**src/irig_tc_defines.vh**
```
// constants for the serial timecode frame encoder: register map,
// field positions, reset values, formats, element timing and quality bands.
// assumes a 25 MHz system clock and a 32-bit classic wishbone slave port.
`ifndef IRIG_TC_DEFINES_VH
`define IRIG_TC_DEFINES_VH

////////////////////////////////////////////////////////////////////////////
// timing
`define TC_CLK_KHZ 25000
`define TC_ELEM_MS_FAST 10
`define TC_ELEM_MS_SLOW 40
`define TC_ELEM_CYC_FAST (`TC_ELEM_MS_FAST * `TC_CLK_KHZ)
`define TC_ELEM_CYC_SLOW (`TC_ELEM_MS_SLOW * `TC_CLK_KHZ)
`define TC_PCT_ZERO 20
`define TC_PCT_ONE 50
`define TC_PCT_MARK 80
`define TC_PCT_FULL 100

////////////////////////////////////////////////////////////////////////////
// frame formats and lengths
`define TC_FMT_B122 3'h0
`define TC_FMT_B123 3'h1
`define TC_FMT_B120 3'h2
`define TC_FMT_N36 3'h3
`define TC_FMT_2137 3'h4
`define TC_LAST_LONG 7'h63
`define TC_LAST_SHORT 7'h18

////////////////////////////////////////////////////////////////////////////
// element symbols
`define TC_SYM_ZERO 2'h0
`define TC_SYM_ONE 2'h1
`define TC_SYM_MARK 2'h2

////////////////////////////////////////////////////////////////////////////
// register word offsets (byte addresses)
`define TC_REG_CTRL 8'h00
`define TC_REG_TIME0 8'h04
`define TC_REG_TIME1 8'h08
`define TC_REG_STCFG 8'h0C
`define TC_REG_ERRNS 8'h10
`define TC_REG_STAT 8'h14

// control fields and register reset values
`define TC_CTRL_FMT_LSB 0
`define TC_CTRL_EN_BIT 3
`define TC_CTRL_DC_BIT 4
`define TC_CTRL_AM_BIT 5
`define TC_CTRL_RST 32'h00000038
`define TC_TIME0_RST 32'h00400000
`define TC_TIME1_RST 32'h00000000
`define TC_STCFG_RST 32'h00000000
`define TC_ERRNS_RST 32'hFFFFFFFF

// status-config fields
`define TC_ST_LEAP_PEND 0
`define TC_ST_LEAP_DEL 1
`define TC_ST_DST_PEND 2
`define TC_ST_DST_ACT 3
`define TC_ST_OFF_NEG 4
`define TC_ST_OFF_HR_LSB 5
`define TC_ST_OFF_HALF 9

////////////////////////////////////////////////////////////////////////////
// time error bands in ns and quality codes
`define TC_ERR_1US 32'h000003E8
`define TC_ERR_10US 32'h00002710
`define TC_ERR_100US 32'h000186A0
`define TC_ERR_1MS 32'h000F4240
`define TC_ERR_10MS 32'h00989680
`define TC_Q_1US 4'h4
`define TC_Q_10US 4'h5
`define TC_Q_100US 4'h6
`define TC_Q_1MS 4'h7
`define TC_Q_10MS 4'h8
`define TC_Q_BAD 4'h9

`endif

```
**src/irig_timecode_frame_encoder.v**
```verilog
// serial timecode frame encoder with a classic wishbone register port.
// assumes epoch_i is a one-cycle pulse at each on-time second boundary.
//
// Operation
// - software selects one of five frame formats
// - format resets to the B122 variant
// - B122 elements run at 100 per second
// - B122 carries seconds through day-of-year in BCD
// - B123 adds 17-bit binary seconds from element 80
// - B120 fills control area; markers 59,69,79
// - year units at 50-53, tens 55-58
// - element 60 flags leap second pending
// - element 61 high means leap delete
// - element 62 dst pending, 63 dst active
// - offset sign at 64, hours 65-68
// - element 70 flags extra half hour offset
// - quality code in 71-74, lsb first
// - quality code from estimated time error bands
// - element 75 gives odd parity of prior bits
// - long format sends 100 elements, seconds to days
// - short format sends 25 elements, seconds to hours
// - level-shift output beside the modulated one
`timescale 1ns/1ps
`include "irig_tc_defines.vh"
module irig_timecode_frame_encoder #(
  parameter CNT_W = 24,
  parameter ELEM_CYC_FAST = `TC_ELEM_CYC_FAST,
  parameter ELEM_CYC_SLOW = `TC_ELEM_CYC_SLOW
) (
  input wire clk_i,
  input wire rst_i,
  input wire ce_i,
  input wire epoch_i,
  input wire gps_locked_once_i,
  input wire cyc_i,
  input wire stb_i,
  input wire we_i,
  input wire [7:0] adr_i,
  input wire [3:0] sel_i,
  input wire [31:0] dat_i,
  output reg [31:0] dat_o,
  output reg ack_o,
  output reg dc_level_shift_o,
  output reg modulated_timecode_output_o,
  output reg frame_active_o
);

////////////////////////////////////////////////////////////////////////////
// registers
reg [31:0] ctrl_r;
reg [31:0] time0_r;
reg [31:0] time1_r;
reg [31:0] stcfg_r;
reg [31:0] errns_r;
reg [2:0] fmt_r;
reg [99:0] frame_r;
reg [6:0] idx_r;
reg [15:0] frame_cnt_r;
reg [2:0] state_r;
reg [2:0] state_nxt;
reg [99:0] frame_nxt;
reg [3:0] quality;
reg [1:0] sym;
reg [31:0] rd_val;
reg [31:0] high_wide;
reg [31:0] period_wide;

localparam ST_IDLE = 3'b001;
localparam ST_RUN = 3'b010;
localparam ST_WAIT = 3'b100;

wire req;
wire enable;
wire epoch;
wire elem_end;
wire shp_level;
wire shp_active;
wire short_fmt;
wire [6:0] last_idx;
wire [6:0] sel_idx;
wire [2:0] fmt_wr;
wire more;
wire [99:0] mark_long;
wire [99:0] mark_short;

assign req = cyc_i && stb_i && !ack_o;
assign enable = ctrl_r[`TC_CTRL_EN_BIT];
assign epoch = epoch_i && enable;
assign fmt_wr = ctrl_r[`TC_CTRL_FMT_LSB+2:`TC_CTRL_FMT_LSB];
assign short_fmt = (fmt_r == `TC_FMT_2137);
assign last_idx = short_fmt ? `TC_LAST_SHORT : `TC_LAST_LONG;
assign more = (state_r == ST_RUN) && (idx_r != last_idx);
// element 0 is always the reference marker, the rest come from the frame
assign sel_idx = epoch ? 7'h00 : idx_r + 7'h01;

// byte-lane merge for wishbone writes
function [31:0] merge;
  input [31:0] old_v;
  input [31:0] new_v;
  input [3:0] sel;
  integer b;
  begin
    merge = old_v;
    for (b = 0; b < 4; b = b + 1)
      if (sel[b])
        merge[b*8 +: 8] = new_v[b*8 +: 8];
  end
endfunction

////////////////////////////////////////////////////////////////////////////
// marker position masks: reference at 0, then every tenth from 9 (long) or only 24 (short)
genvar gi;
generate
  for (gi = 0; gi < 100; gi = gi + 1)
  begin : g_mark
    assign mark_long[gi] = (gi == 0) || ((gi % 10) == 9);
    assign mark_short[gi] = (gi == 0) || (gi == 24);
  end
endgenerate

////////////////////////////////////////////////////////////////////////////
// quality code from the software error estimate
always @*
begin
  if (!gps_locked_once_i)
    quality = `TC_Q_BAD;
  else if (errns_r < `TC_ERR_1US)
    quality = `TC_Q_1US;
  else if (errns_r < `TC_ERR_10US)
    quality = `TC_Q_10US;
  else if (errns_r < `TC_ERR_100US)
    quality = `TC_Q_100US;
  else if (errns_r < `TC_ERR_1MS)
    quality = `TC_Q_1MS;
  else if (errns_r < `TC_ERR_10MS)
    quality = `TC_Q_10MS;
  else
    quality = `TC_Q_BAD;
end

////////////////////////////////////////////////////////////////////////////
// frame content for the second about to start; markers are zero here
always @*
begin
  frame_nxt = 100'h0;
  if (fmt_wr == `TC_FMT_2137)
  begin
    frame_nxt[7:1] = time0_r[6:0];
    frame_nxt[14:8] = time0_r[14:8];
    frame_nxt[20:15] = time0_r[21:16];
  end
  else
  begin
    // BCD time of year, shared by the long formats
    frame_nxt[4:1] = time0_r[3:0];
    frame_nxt[8:6] = time0_r[6:4];
    frame_nxt[13:10] = time0_r[11:8];
    frame_nxt[17:15] = time0_r[14:12];
    frame_nxt[23:20] = time0_r[19:16];
    frame_nxt[26:25] = time0_r[21:20];
    frame_nxt[33:30] = time0_r[25:22];
    frame_nxt[38:35] = time0_r[29:26];
    frame_nxt[41:40] = time0_r[31:30];
    if (fmt_wr == `TC_FMT_B123 || fmt_wr == `TC_FMT_B120)
    begin
      frame_nxt[88:80] = time1_r[16:8];
      frame_nxt[97:90] = time1_r[24:17];
    end
    if (fmt_wr == `TC_FMT_B120)
    begin
      frame_nxt[53:50] = time1_r[3:0];
      frame_nxt[58:55] = time1_r[7:4];
      frame_nxt[60] = stcfg_r[`TC_ST_LEAP_PEND];
      frame_nxt[61] = stcfg_r[`TC_ST_LEAP_DEL];
      frame_nxt[62] = stcfg_r[`TC_ST_DST_PEND];
      frame_nxt[63] = stcfg_r[`TC_ST_DST_ACT];
      frame_nxt[64] = stcfg_r[`TC_ST_OFF_NEG];
      frame_nxt[68:65] = stcfg_r[`TC_ST_OFF_HR_LSB+3:`TC_ST_OFF_HR_LSB];
      frame_nxt[70] = stcfg_r[`TC_ST_OFF_HALF];
      frame_nxt[74:71] = quality;
      frame_nxt[75] = ~(^frame_nxt[74:0]);
    end
  end
end

////////////////////////////////////////////////////////////////////////////
// symbol and pulse width of the element to be loaded next
always @*
begin
  if (sel_idx == 7'h00)
    sym = `TC_SYM_MARK;
  else if (short_fmt ? mark_short[sel_idx] : mark_long[sel_idx])
    sym = `TC_SYM_MARK;
  else if (frame_r[sel_idx])
    sym = `TC_SYM_ONE;
  else
    sym = `TC_SYM_ZERO;
  // on an epoch the format about to be latched sets the element period
  if ((epoch ? fmt_wr : fmt_r) == `TC_FMT_2137)
    period_wide = ELEM_CYC_SLOW;
  else
    period_wide = ELEM_CYC_FAST;
  case (sym)
    `TC_SYM_MARK: high_wide = period_wide / `TC_PCT_FULL * `TC_PCT_MARK;
    `TC_SYM_ONE: high_wide = period_wide / `TC_PCT_FULL * `TC_PCT_ONE;
    default: high_wide = period_wide / `TC_PCT_FULL * `TC_PCT_ZERO;
  endcase
end

////////////////////////////////////////////////////////////////////////////
// element timing
tc_element_shaper #(
  .CNT_W(CNT_W)
) u_shaper (
  .clk_i(clk_i),
  .rst_i(rst_i),
  .ce_i(ce_i),
  .load_i(epoch),
  .more_i(more),
  .period_i(period_wide[CNT_W-1:0]),
  .high_i(high_wide[CNT_W-1:0]),
  .level_o(shp_level),
  .end_o(elem_end),
  .active_o(shp_active)
);

////////////////////////////////////////////////////////////////////////////
// frame sequencer; an epoch restarts the frame in any state
always @*
begin
  case (state_r)
    ST_IDLE: state_nxt = epoch ? ST_RUN : ST_IDLE;
    ST_RUN:
    begin
      if (epoch)
        state_nxt = ST_RUN;
      else if (!enable)
        state_nxt = ST_IDLE;
      else if (elem_end && !more)
        state_nxt = ST_WAIT;
      else
        state_nxt = ST_RUN;
    end
    ST_WAIT:
    begin
      if (epoch)
        state_nxt = ST_RUN;
      else if (!enable)
        state_nxt = ST_IDLE;
      else
        state_nxt = ST_WAIT;
    end
    default: state_nxt = ST_IDLE;
  endcase
end

always @(posedge clk_i)
begin
  if (rst_i)
  begin
    state_r <= ST_IDLE;
    idx_r <= 7'h00;
    fmt_r <= `TC_FMT_B122;
    frame_r <= 100'h0;
    frame_cnt_r <= 16'h0000;
  end
  else if (ce_i)
  begin
    state_r <= state_nxt;
    if (epoch)
    begin
      // format and content are frozen for the whole frame
      idx_r <= 7'h00;
      fmt_r <= fmt_wr;
      frame_r <= frame_nxt;
      frame_cnt_r <= frame_cnt_r + 16'h0001;
    end
    else if (elem_end && more)
      idx_r <= idx_r + 7'h01;
  end
end

////////////////////////////////////////////////////////////////////////////
// outputs: both forms carry the same envelope; the carrier is outside
always @(posedge clk_i)
begin
  if (rst_i)
  begin
    dc_level_shift_o <= 1'b0;
    modulated_timecode_output_o <= 1'b0;
    frame_active_o <= 1'b0;
  end
  else if (ce_i)
  begin
    dc_level_shift_o <= shp_level && ctrl_r[`TC_CTRL_DC_BIT] && enable;
    modulated_timecode_output_o <= shp_level && ctrl_r[`TC_CTRL_AM_BIT] && enable;
    frame_active_o <= shp_active && enable;
  end
end

////////////////////////////////////////////////////////////////////////////
// wishbone slave: ack one cycle after the request, unmapped reads zero
always @*
begin
  case (adr_i)
    `TC_REG_CTRL: rd_val = ctrl_r;
    `TC_REG_TIME0: rd_val = time0_r;
    `TC_REG_TIME1: rd_val = time1_r;
    `TC_REG_STCFG: rd_val = stcfg_r;
    `TC_REG_ERRNS: rd_val = errns_r;
    `TC_REG_STAT: rd_val = {frame_cnt_r, quality, state_r, 2'b00, idx_r};
    default: rd_val = 32'h00000000;
  endcase
end

always @(posedge clk_i)
begin
  if (rst_i)
  begin
    ack_o <= 1'b0;
    dat_o <= 32'h00000000;
    ctrl_r <= `TC_CTRL_RST;
    time0_r <= `TC_TIME0_RST;
    time1_r <= `TC_TIME1_RST;
    stcfg_r <= `TC_STCFG_RST;
    errns_r <= `TC_ERRNS_RST;
  end
  else if (ce_i)
  begin
    ack_o <= req;
    dat_o <= (req && !we_i) ? rd_val : 32'h00000000;
    if (req && we_i)
    begin
      case (adr_i)
        `TC_REG_CTRL: ctrl_r <= merge(ctrl_r, dat_i, sel_i) & 32'h0000003F;
        `TC_REG_TIME0: time0_r <= merge(time0_r, dat_i, sel_i);
        `TC_REG_TIME1: time1_r <= merge(time1_r, dat_i, sel_i) & 32'h01FFFFFF;
        `TC_REG_STCFG: stcfg_r <= merge(stcfg_r, dat_i, sel_i) & 32'h000003FF;
        `TC_REG_ERRNS: errns_r <= merge(errns_r, dat_i, sel_i);
        default: ctrl_r <= ctrl_r;
      endcase
    end
  end
end

endmodule

```
**src/tc_element_shaper.v**
```verilog
// one pulse-width coded timecode element: high for high_i cycles,
// low for the rest of period_i; reloads back to back while more_i is high.
// assumes high_i is at least 1 and below period_i.
`timescale 1ns/1ps
module tc_element_shaper #(
  parameter CNT_W = 24
) (
  input wire clk_i,
  input wire rst_i,
  input wire ce_i,
  input wire load_i,
  input wire more_i,
  input wire [CNT_W-1:0] period_i,
  input wire [CNT_W-1:0] high_i,
  output reg level_o,
  output wire end_o,
  output reg active_o
);

reg [CNT_W-1:0] cnt_r;
reg [CNT_W-1:0] period_r;
reg [CNT_W-1:0] high_r;
wire [CNT_W-1:0] cnt_inc;

assign cnt_inc = cnt_r + {{(CNT_W-1){1'b0}}, 1'b1};
// last cycle of the element; caller advances its index on this
assign end_o = active_o && (cnt_inc == period_r);

////////////////////////////////////////////////////////////////////////////
// counter: load restarts at once, so a resync never stretches an element
always @(posedge clk_i)
begin
  if (rst_i)
  begin
    cnt_r <= {CNT_W{1'b0}};
    period_r <= {CNT_W{1'b0}};
    high_r <= {CNT_W{1'b0}};
    level_o <= 1'b0;
    active_o <= 1'b0;
  end
  else if (ce_i)
  begin
    if (load_i || (end_o && more_i))
    begin
      cnt_r <= {CNT_W{1'b0}};
      period_r <= period_i;
      high_r <= high_i;
      level_o <= 1'b1; // every element opens with its rising edge
      active_o <= 1'b1;
    end
    else if (end_o)
    begin
      level_o <= 1'b0;
      active_o <= 1'b0;
    end
    else if (active_o)
    begin
      cnt_r <= cnt_inc;
      level_o <= (cnt_inc < high_r);
    end
  end
end

endmodule

```
**config.mk**
```make
export PLATFORM = sky130hd
export DESIGN_NAME = irig_timecode_frame_encoder
export DESIGN_NICKNAME = d
export VERILOG_FILES = /design/src/irig_timecode_frame_encoder.v /design/src/tc_element_shaper.v
export VERILOG_INCLUDE_DIRS = /design/src
export SDC_FILE = /design/constraint.sdc
export NUM_CORES = 1
export LEC_CHECK = 0
export ABC_AREA = 1
export BUFFER_PORTS_ARGS = -buffer_cell sky130_fd_sc_hd__buf_2
export CAP_MARGIN = 20
export CORE_MARGIN = 8
export CORE_UTILIZATION = 64
export CTS_BUF_LIST = sky130_fd_sc_hd__clkbuf_4 sky130_fd_sc_hd__clkbuf_8
export DETAILED_ROUTE_END_ITERATION = 10
export PLACE_DENSITY = 0.94
export SLEW_MARGIN = 40
export SYNTH_ARGS = -nofsm -noshare
export SYNTH_HDL_FRONTEND = slang
export SYNTH_SLANG_ARGS = --single-unit
```
**constraint.sdc**
```tcl
create_clock -name clk_i -period 3.39 [get_ports clk_i]
set_input_delay 0.1695 -clock clk_i [delete_from_list [all_inputs] [get_ports clk_i]]
set_output_delay 0.1695 -clock clk_i [all_outputs]
set_load 0.01 [all_outputs]
```
==> impl_metrics.toml, run 1 <==
[grt]
gr-usage-all-layers_pct = 33.5
grt_pass1_wl_um = 79700
grt_pass1_vias = 15881
grt_max_degree = 75
gr-total-overflow = 0
antenna_found_initial = 1

[die]
coreArea_sq_um = 23400
dieWidth_um = 170
ios = 88
rows = 56
die_h_um = 170
start_util_pct = 64.9
die-area_sq_um = 28900

[routing]
routed_wl_um = 49400
vias = 16793
ant_nets = 0
wl_per_cell_um = 17.7
routed_via_density = 6.01
first_pass_iters = 6
route.detailed.drc = 0
first_iter_violations = 2052

[critical_path]
critPathLaunchType = "flip-flop"
worst_path_max_delay_cell = "ha_2"
path_cells = "ha_1 > nand2_2 > nand2_4 > clkinvlp_4 > a22oi_1 > a21oi_1 > nor3_1 > nand3_1 > nand3_1 > nand3_1 > nand3_2 > inv_2 > ha_2 > inv_1 > nand3_1 > nand3b_1 > nor2_1 > nor2_1"
cp_common_cell = "nand3_1"
r2r_cells = 18
worstPathMaxFanout = 7
end_kind = "flip-flop"
critical-path-max-stage-delay_ns = 0.37
critPathRequiredTime_ns = 3.84
critical_path_arrival_ns = 3.60
worst-setup-path-type = "reg2reg"

[cts]
insertion_delay_ns = 0.59
clkTransAtPathRegs_ns = 0.06
htree_levels = 2
root_buffer = "clkbuf_8"
cts_buffers = 48
cts_setup_buffers = 0
cts.sinks = 288
clk_path_buf_depth = 3
cts_tree = "built"

[placed_design]
place.gp.congestion = 0.945
dp.final_hpwl_um = 34100
post-place-ws_ns = 0.106
numPortBuffers = 87
dpl_cell_area_sq_um = 15900

[cells_and_area]
layout.nets = 2517
fillers = 1860
final_common_cell = "nand2_1"
area_growth_pct = 14.1
antennaDiodeCount = 0
final_cell_mix = "726 x nand2_1, 286 x dfxtp_1, 223 x inv_1"
regArea_sq_um = 5770
design_area_sq_um = 17300
multi_input_area_sq_um = 8170
drive_above_1_share_pct = 10.8
utilization_pct = 74.1

[synth]
ys_warn_count = 0
async_reset_ff_share_pct = 0
yosysTopAreaCellShare_pct = 37.9
syn_area_per_cell_sq_um = 6.53
syn-cell-area_sq_um = 15200
yosysUniqueCellTypes = 50
synth_area_leaders = "dfxtp_1 38%, nand2_1 18%, a21oi_1 7.1%, inv_1 5.6%, nor2_1 5.2%"
synth-main-ff-cell = "dfxtp_1"
syn-instance-count = 2328
ys_seq_area_share_pct = 37.9
synth_edf_count = 0
ys_ff_latch = 288
synth_top_cell_by_area = "dfxtp_1"
synth_nets = 2402

[sta]
relSlewSlack_pct = 47.3
setup_viol = 0
holdWs_ns = 0.0934
finalClockSkew_ns = 0.0384
timing.final.crit_share_pct = 93.0
slew_viol_final = 0
setup_ws_ns = 0.236
fmax_mhz = 317
fin_crit_ns = 3.15
hold_viol = 0
worst_pin_slew_ns = 0.786

[run]
max_cap_violations = 0

[status]
outcome = "completed"

[power_and_ir_drop]
powerDensity_nw_per_um2 = 427
vdd_drop_max_mv = 0.419
p_leak_uw = 0.00758

[worst_hold_path]
min_path_cells = 5
hold_path_class = "in2reg"
final timing paths:
| check | startpoint | endpoint | slack (ns) |
|---|---|---|---|
| worst max-delay path | idx_r[0] | u_shaper.high_r[16] | 0.24 |
| worst min-delay path | sel_i[3] | time1_r[24] | 0.09 |
| worst max register to register | idx_r[0] | u_shaper.high_r[16] | 0.24 |
| worst min register to register | dat_o[5] | dat_o[5] | 0.46 |
cell usage after synthesis, types with 5 or more instances:
| cell | n |
|---|---|
| clkinv_1 | 9 |
| o22ai_1 | 7 |
| a22oi_1 | 11 |
| o31ai_1 | 5 |
| nand3_1 | 125 |
| nand2_2 | 7 |
| o2111ai_1 | 13 |
| nor3_1 | 29 |
| o211ai_1 | 41 |
| xnor2_1 | 13 |
| o21ai_0 | 138 |
| a221oi_1 | 5 |
| a21oi_1 | 217 |
| buf_1 | 5 |
| ha_1 | 21 |
| buf_2 | 11 |
| inv_1 | 228 |
| inv_2 | 5 |
| a211oi_1 | 16 |
| o221ai_1 | 6 |
| a31oi_1 | 5 |
| nand2_1 | 731 |
| clkbuf_1 | 79 |
| dfxtp_1 | 288 |
| nor2_2 | 7 |
| nand4_1 | 38 |
| xor2_1 | 13 |
| nor4_1 | 5 |
| nor2_1 | 212 |
routing by layer:
| layer | GRT usage, % | vias up | part of all wire [%] |
|---|---|---|---|
| met1 | 41.5 | 7709 | 38 |
| met5 | 0 | - | 0.022 |
| met4 | 16.1 | 2 | 4.5 |
| met2 | 54.5 | 1025 | 46 |
| li1 | - | 7855 | - |
| met3 | 7.39 | 202 | 11 |
stage by stage:
stage               power, uW  setup TNS [ns]  instances
floorplan                4010               0       2328
global placement         4190               0       2673
detailed placement       4220               0       2673
CTS                      7360               0       2793
global route             7640          -0.333       2794
finish                   7410               0       2794
logic make-up after synthesis:
kind of cell,count (synthesis),share of synthesized area [%]
flops,288,37.9
buf+inv,341,8.69
xor+xnor,28,1.76
compound gates,475,17.7
fa+ha+maj,22,1.86
simple gates,1174,32.0
registers in the layout, indices dropped and copies added, names as in the netlist:
signal / flops
ack_o: 1
ctrl_r: 6
dat_o: 32
dc_level_shift_o: 1
errns_r: 32
fmt_r: 3
frame_active_o: 1
frame_cnt_r: 16
frame_r: 75
idx_r: 7
modulated_timecode_output_o: 1
state_r: 3
stcfg_r: 10
time0_r: 32
time1_r: 25
u_shaper.active_o: 1
u_shaper.cnt_r: 24
u_shaper.high_r: 14
u_shaper.level_o: 1
u_shaper.period_r: 3
timing repair:
item	in CTS	in global routing
hold buffers	36	0
setup endpoints to repair	1	10
gates resized for setup	3	17
endpoints found under the hold margin	103	0
cloned	2	1
critical path: cells and delay by family (launching register included):
kind	cells	cell delay (ns)
simple gates	11	1.41
fa+ha+maj	2	0.68
flops	1	0.35
buf+inv	3	0.33
compound gates	2	0.27
layout make-up:
class | count | area share, %
inverters | 242 | 5.27
flip-flops and latches | 288 | 33.3
multi-input cells | 1699 | 47.1
repair inverters | 3 | 0.115
repair buffers | 161 | 6.32
clock inverters | 10 | 0.534
well taps | 319 | 2.30
clock buffers | 72 | 5.10
report_power, final:
group | leakage, uW | switching, uW | total [uW] | internal [uW]
logic | 0.00472 | 478 | 718 | 239
registers | 0.00233 | 56.8 | 3500 | 3450
clock network | 0.000528 | 1440 | 3180 | 1740
total | 0.00758 | 1970 | 7410 | 5430
No activity file was read; power rests on OpenSTA's default activity.
==> run 2: changes to the inputs <==
CORE_MARGIN = default   (was 8)
GPL_TIMING_DRIVEN = 0   (was default)
MAX_ROUTING_LAYER = met4   (was default)
==> run 2 against run 1 <==
Register-to-register slack got worse by 0.14 ns. Sequential share of layout area decreased by 0.80 points. Fmax decreased by 4.2%. Critical path type unchanged. Clock power increased by 11%. Non-clock buffer count increased by 77. Routed wire length increased by 17%. Critical path depth increased by 2. Cell area increased by 2.5%. Core utilization increased by 1.9 points. Highest routed layer is now met4. Largest cell class unchanged. Via count increased by 3.6%.
==> impl_metrics.toml, run 2 (synthesis gave the netlist of run 1 again) <==
[cells_and_area]
drive_above_1_share_pct = 10.8
final_cell_mix = "724 x nand2_1, 285 x dfxtp_1, 225 x inv_1"
layout.nets = 2592
finalNonFillerCells = 2874
area_growth_pct = 17.0
fillers = 1874
largest_register_ff_count = 75
final_common_cell = "nand2_1"
top_register = "frame_r"

[die]
die-area_sq_um = 24400
coreArea_sq_um = 23400
die_h_um = 156
rows = 56
dieWidth_um = 156
ios = 88
start_util_pct = 64.9

[cts]
cts.sinks = 288
cts_tree = "built"
root_buffer = "clkbuf_8"
clk_path_buf_depth = 3
clkTransAtPathRegs_ns = 0.07
cts_buffers = 48
htree_levels = 2
insertion_delay_ns = 0.61

[sta]
fin_crit_ns = 3.29
timing.final.crit_share_pct = 97.1
hold_viol = 0
slew_viol_final = 0
relSlewSlack_pct = 36.3
fin_tns_setup_ns = 0
setup_ws_ns = 0.0967
setup_viol = 0
worst_pin_slew_ns = 0.956
finalClockSkew_ns = 0.0313
fmax_mhz = 304

[grt]
grt_pass1_wl_um = 86400
grt_pass1_vias = 15989
gr-usage-all-layers_pct = 47.8
grt_max_degree = 13
gr-total-overflow = 0
antenna_found_initial = 1

[power_and_ir_drop]
power.share.clock_pct = 45.0
p_comb_share_pct = 10.3
p_sw_uw = 2120
seq_power_share_pct = 44.7
p_leak_uw = 0.00771
p_total_uw = 7830
p_int_uw = 5720
swShare_pct = 27.0
powerDensity_nw_per_um2 = 441
vdd_drop_max_mv = 0.380

[critical_path]
critPathLaunchType = "flip-flop"
critical_path_arrival_ns = 3.81
critPathRequiredTime_ns = 3.91
worstPathMaxFanout = 7
worst-setup-path-type = "reg2reg"
end_kind = "flip-flop"

[placed_design]
numPortBuffers = 85
post-place-ws_ns = -0.677
dp.final_hpwl_um = 42300
place.gp.congestion = 1.02
place_inst = 2732

[routing]
routed_wl_um = 57500
routed_via_density = 6.05
route.detailed.drc = 0
first_iter_violations = 2413
ant_nets = 0
wl_per_cell_um = 20.0
first_pass_iters = 8
vias = 17396

[worst_hold_path]
hold_path_class = "in2reg"

[run]
max_cap_violations = 0

[status]
outcome = "completed"
[run 2: cell types whose count changed in the layout (fill, tap and decap cells not counted), sizes merged]
cell	delta
bufinv	+2
clkbuf	+79
clkinv	-1
clkinvlp	+1
diode	+1
inv	-3
nor2	+1
[run 2: path summary, 6_finish.rpt]
path | startpoint | to | depth (start not counted) | slack, ns
hold / removal | ce_i | ack_o | 3 | 0.05
hold reg to reg | dat_o[0] | dat_o[0] | 2 | 0.46
setup reg to reg | idx_r[0] | u_shaper.high_r[5] | 20 | 0.1
setup / recovery | idx_r[0] | u_shaper.high_r[5] | 20 | 0.1
[run 2: through the flow]
step / utilization [%] / hold slack, ns / cell area [sq um]
after global placement: 68.5 / 0.406 / 16000
after global routing: 76.0 / 0.0724 / 17800
after floorplan: - / 0.296 / 15200
after CTS: 75.2 / 0.0111 / 17600
final: 76.0 / 0.0474 / 17800
after detailed placement: 68.5 / 0.412 / 16000
[run 2: power by group through the flow]
| stage | clock network (uW) | logic (uW) | registers (uW) |
|---|---|---|---|
| after floorplan | 0 | 459 | 3550 |
| after global placement | 0 | 681 | 3570 |
| after detailed placement | 0 | 699 | 3570 |
| after global routing | 3640 | 861 | 3510 |
| after CTS | 3500 | 749 | 3500 |
| final | 3530 | 806 | 3500 |
[run 2: repair_timing]
item / 4_1_cts / 5_1_grt
pin swaps: 2 / 8
resized for setup: 27 / 18
hold endpoints to repair: 102 / 0
hold buffers: 36 / 0
gates cloned: 1 / 0
setup endpoints to repair: 14 / 16
buffers inserted: 4 / 14
[run 2: layer usage]
layer | routed length, um | vias to the layer above | track usage [%] | part of all wire, %
met1 | 21300 | 7874 | 55.8 | 37
li1 | - | 8025 | - | -
met5 | 0 | - | - | 0
met4 | 3640 | 0 | 27.8 | 6.3
met2 | 25200 | 1207 | 74.4 | 44
met3 | 7300 | 290 | 12.2 | 13
[run 2: area by class of cell]
cell class | instances | area [sq um] | area share [%]
diodes | 1 | 2.50 | 0.0141
plain buffers | 99 | 427 | 2.40
clock buffers | 74 | 950 | 5.34
clock inverters | 12 | 144 | 0.809
inverters | 242 | 920 | 5.17
multi-input cells | 1700 | 8230 | 46.3
flip-flops and latches | 288 | 5770 | 32.5
well taps | 319 | 399 | 2.24
repair buffers | 139 | 933 | 5.25
[run 2: critical path: stages, from the launching register on]
cell and delay [ns]:
dfxtp_4 0.39, ha_4 0.17, nand2_1 0.11, inv_1 0.05, nor2_1 0.16, nand2_4 0.12, buf_12 0.16, nand2_2 0.14
nor2_1 0.13, o21ai_0 0.23, nand2_1 0.10, a31oi_1 0.18, nor2_1 0.07, nor2_2 0.12, nand3_1 0.12, inv_1 0.16
ha_4 0.18, inv_1 0.05, nor2_1 0.20, nand4_1 0.19, a21oi_1 0.18
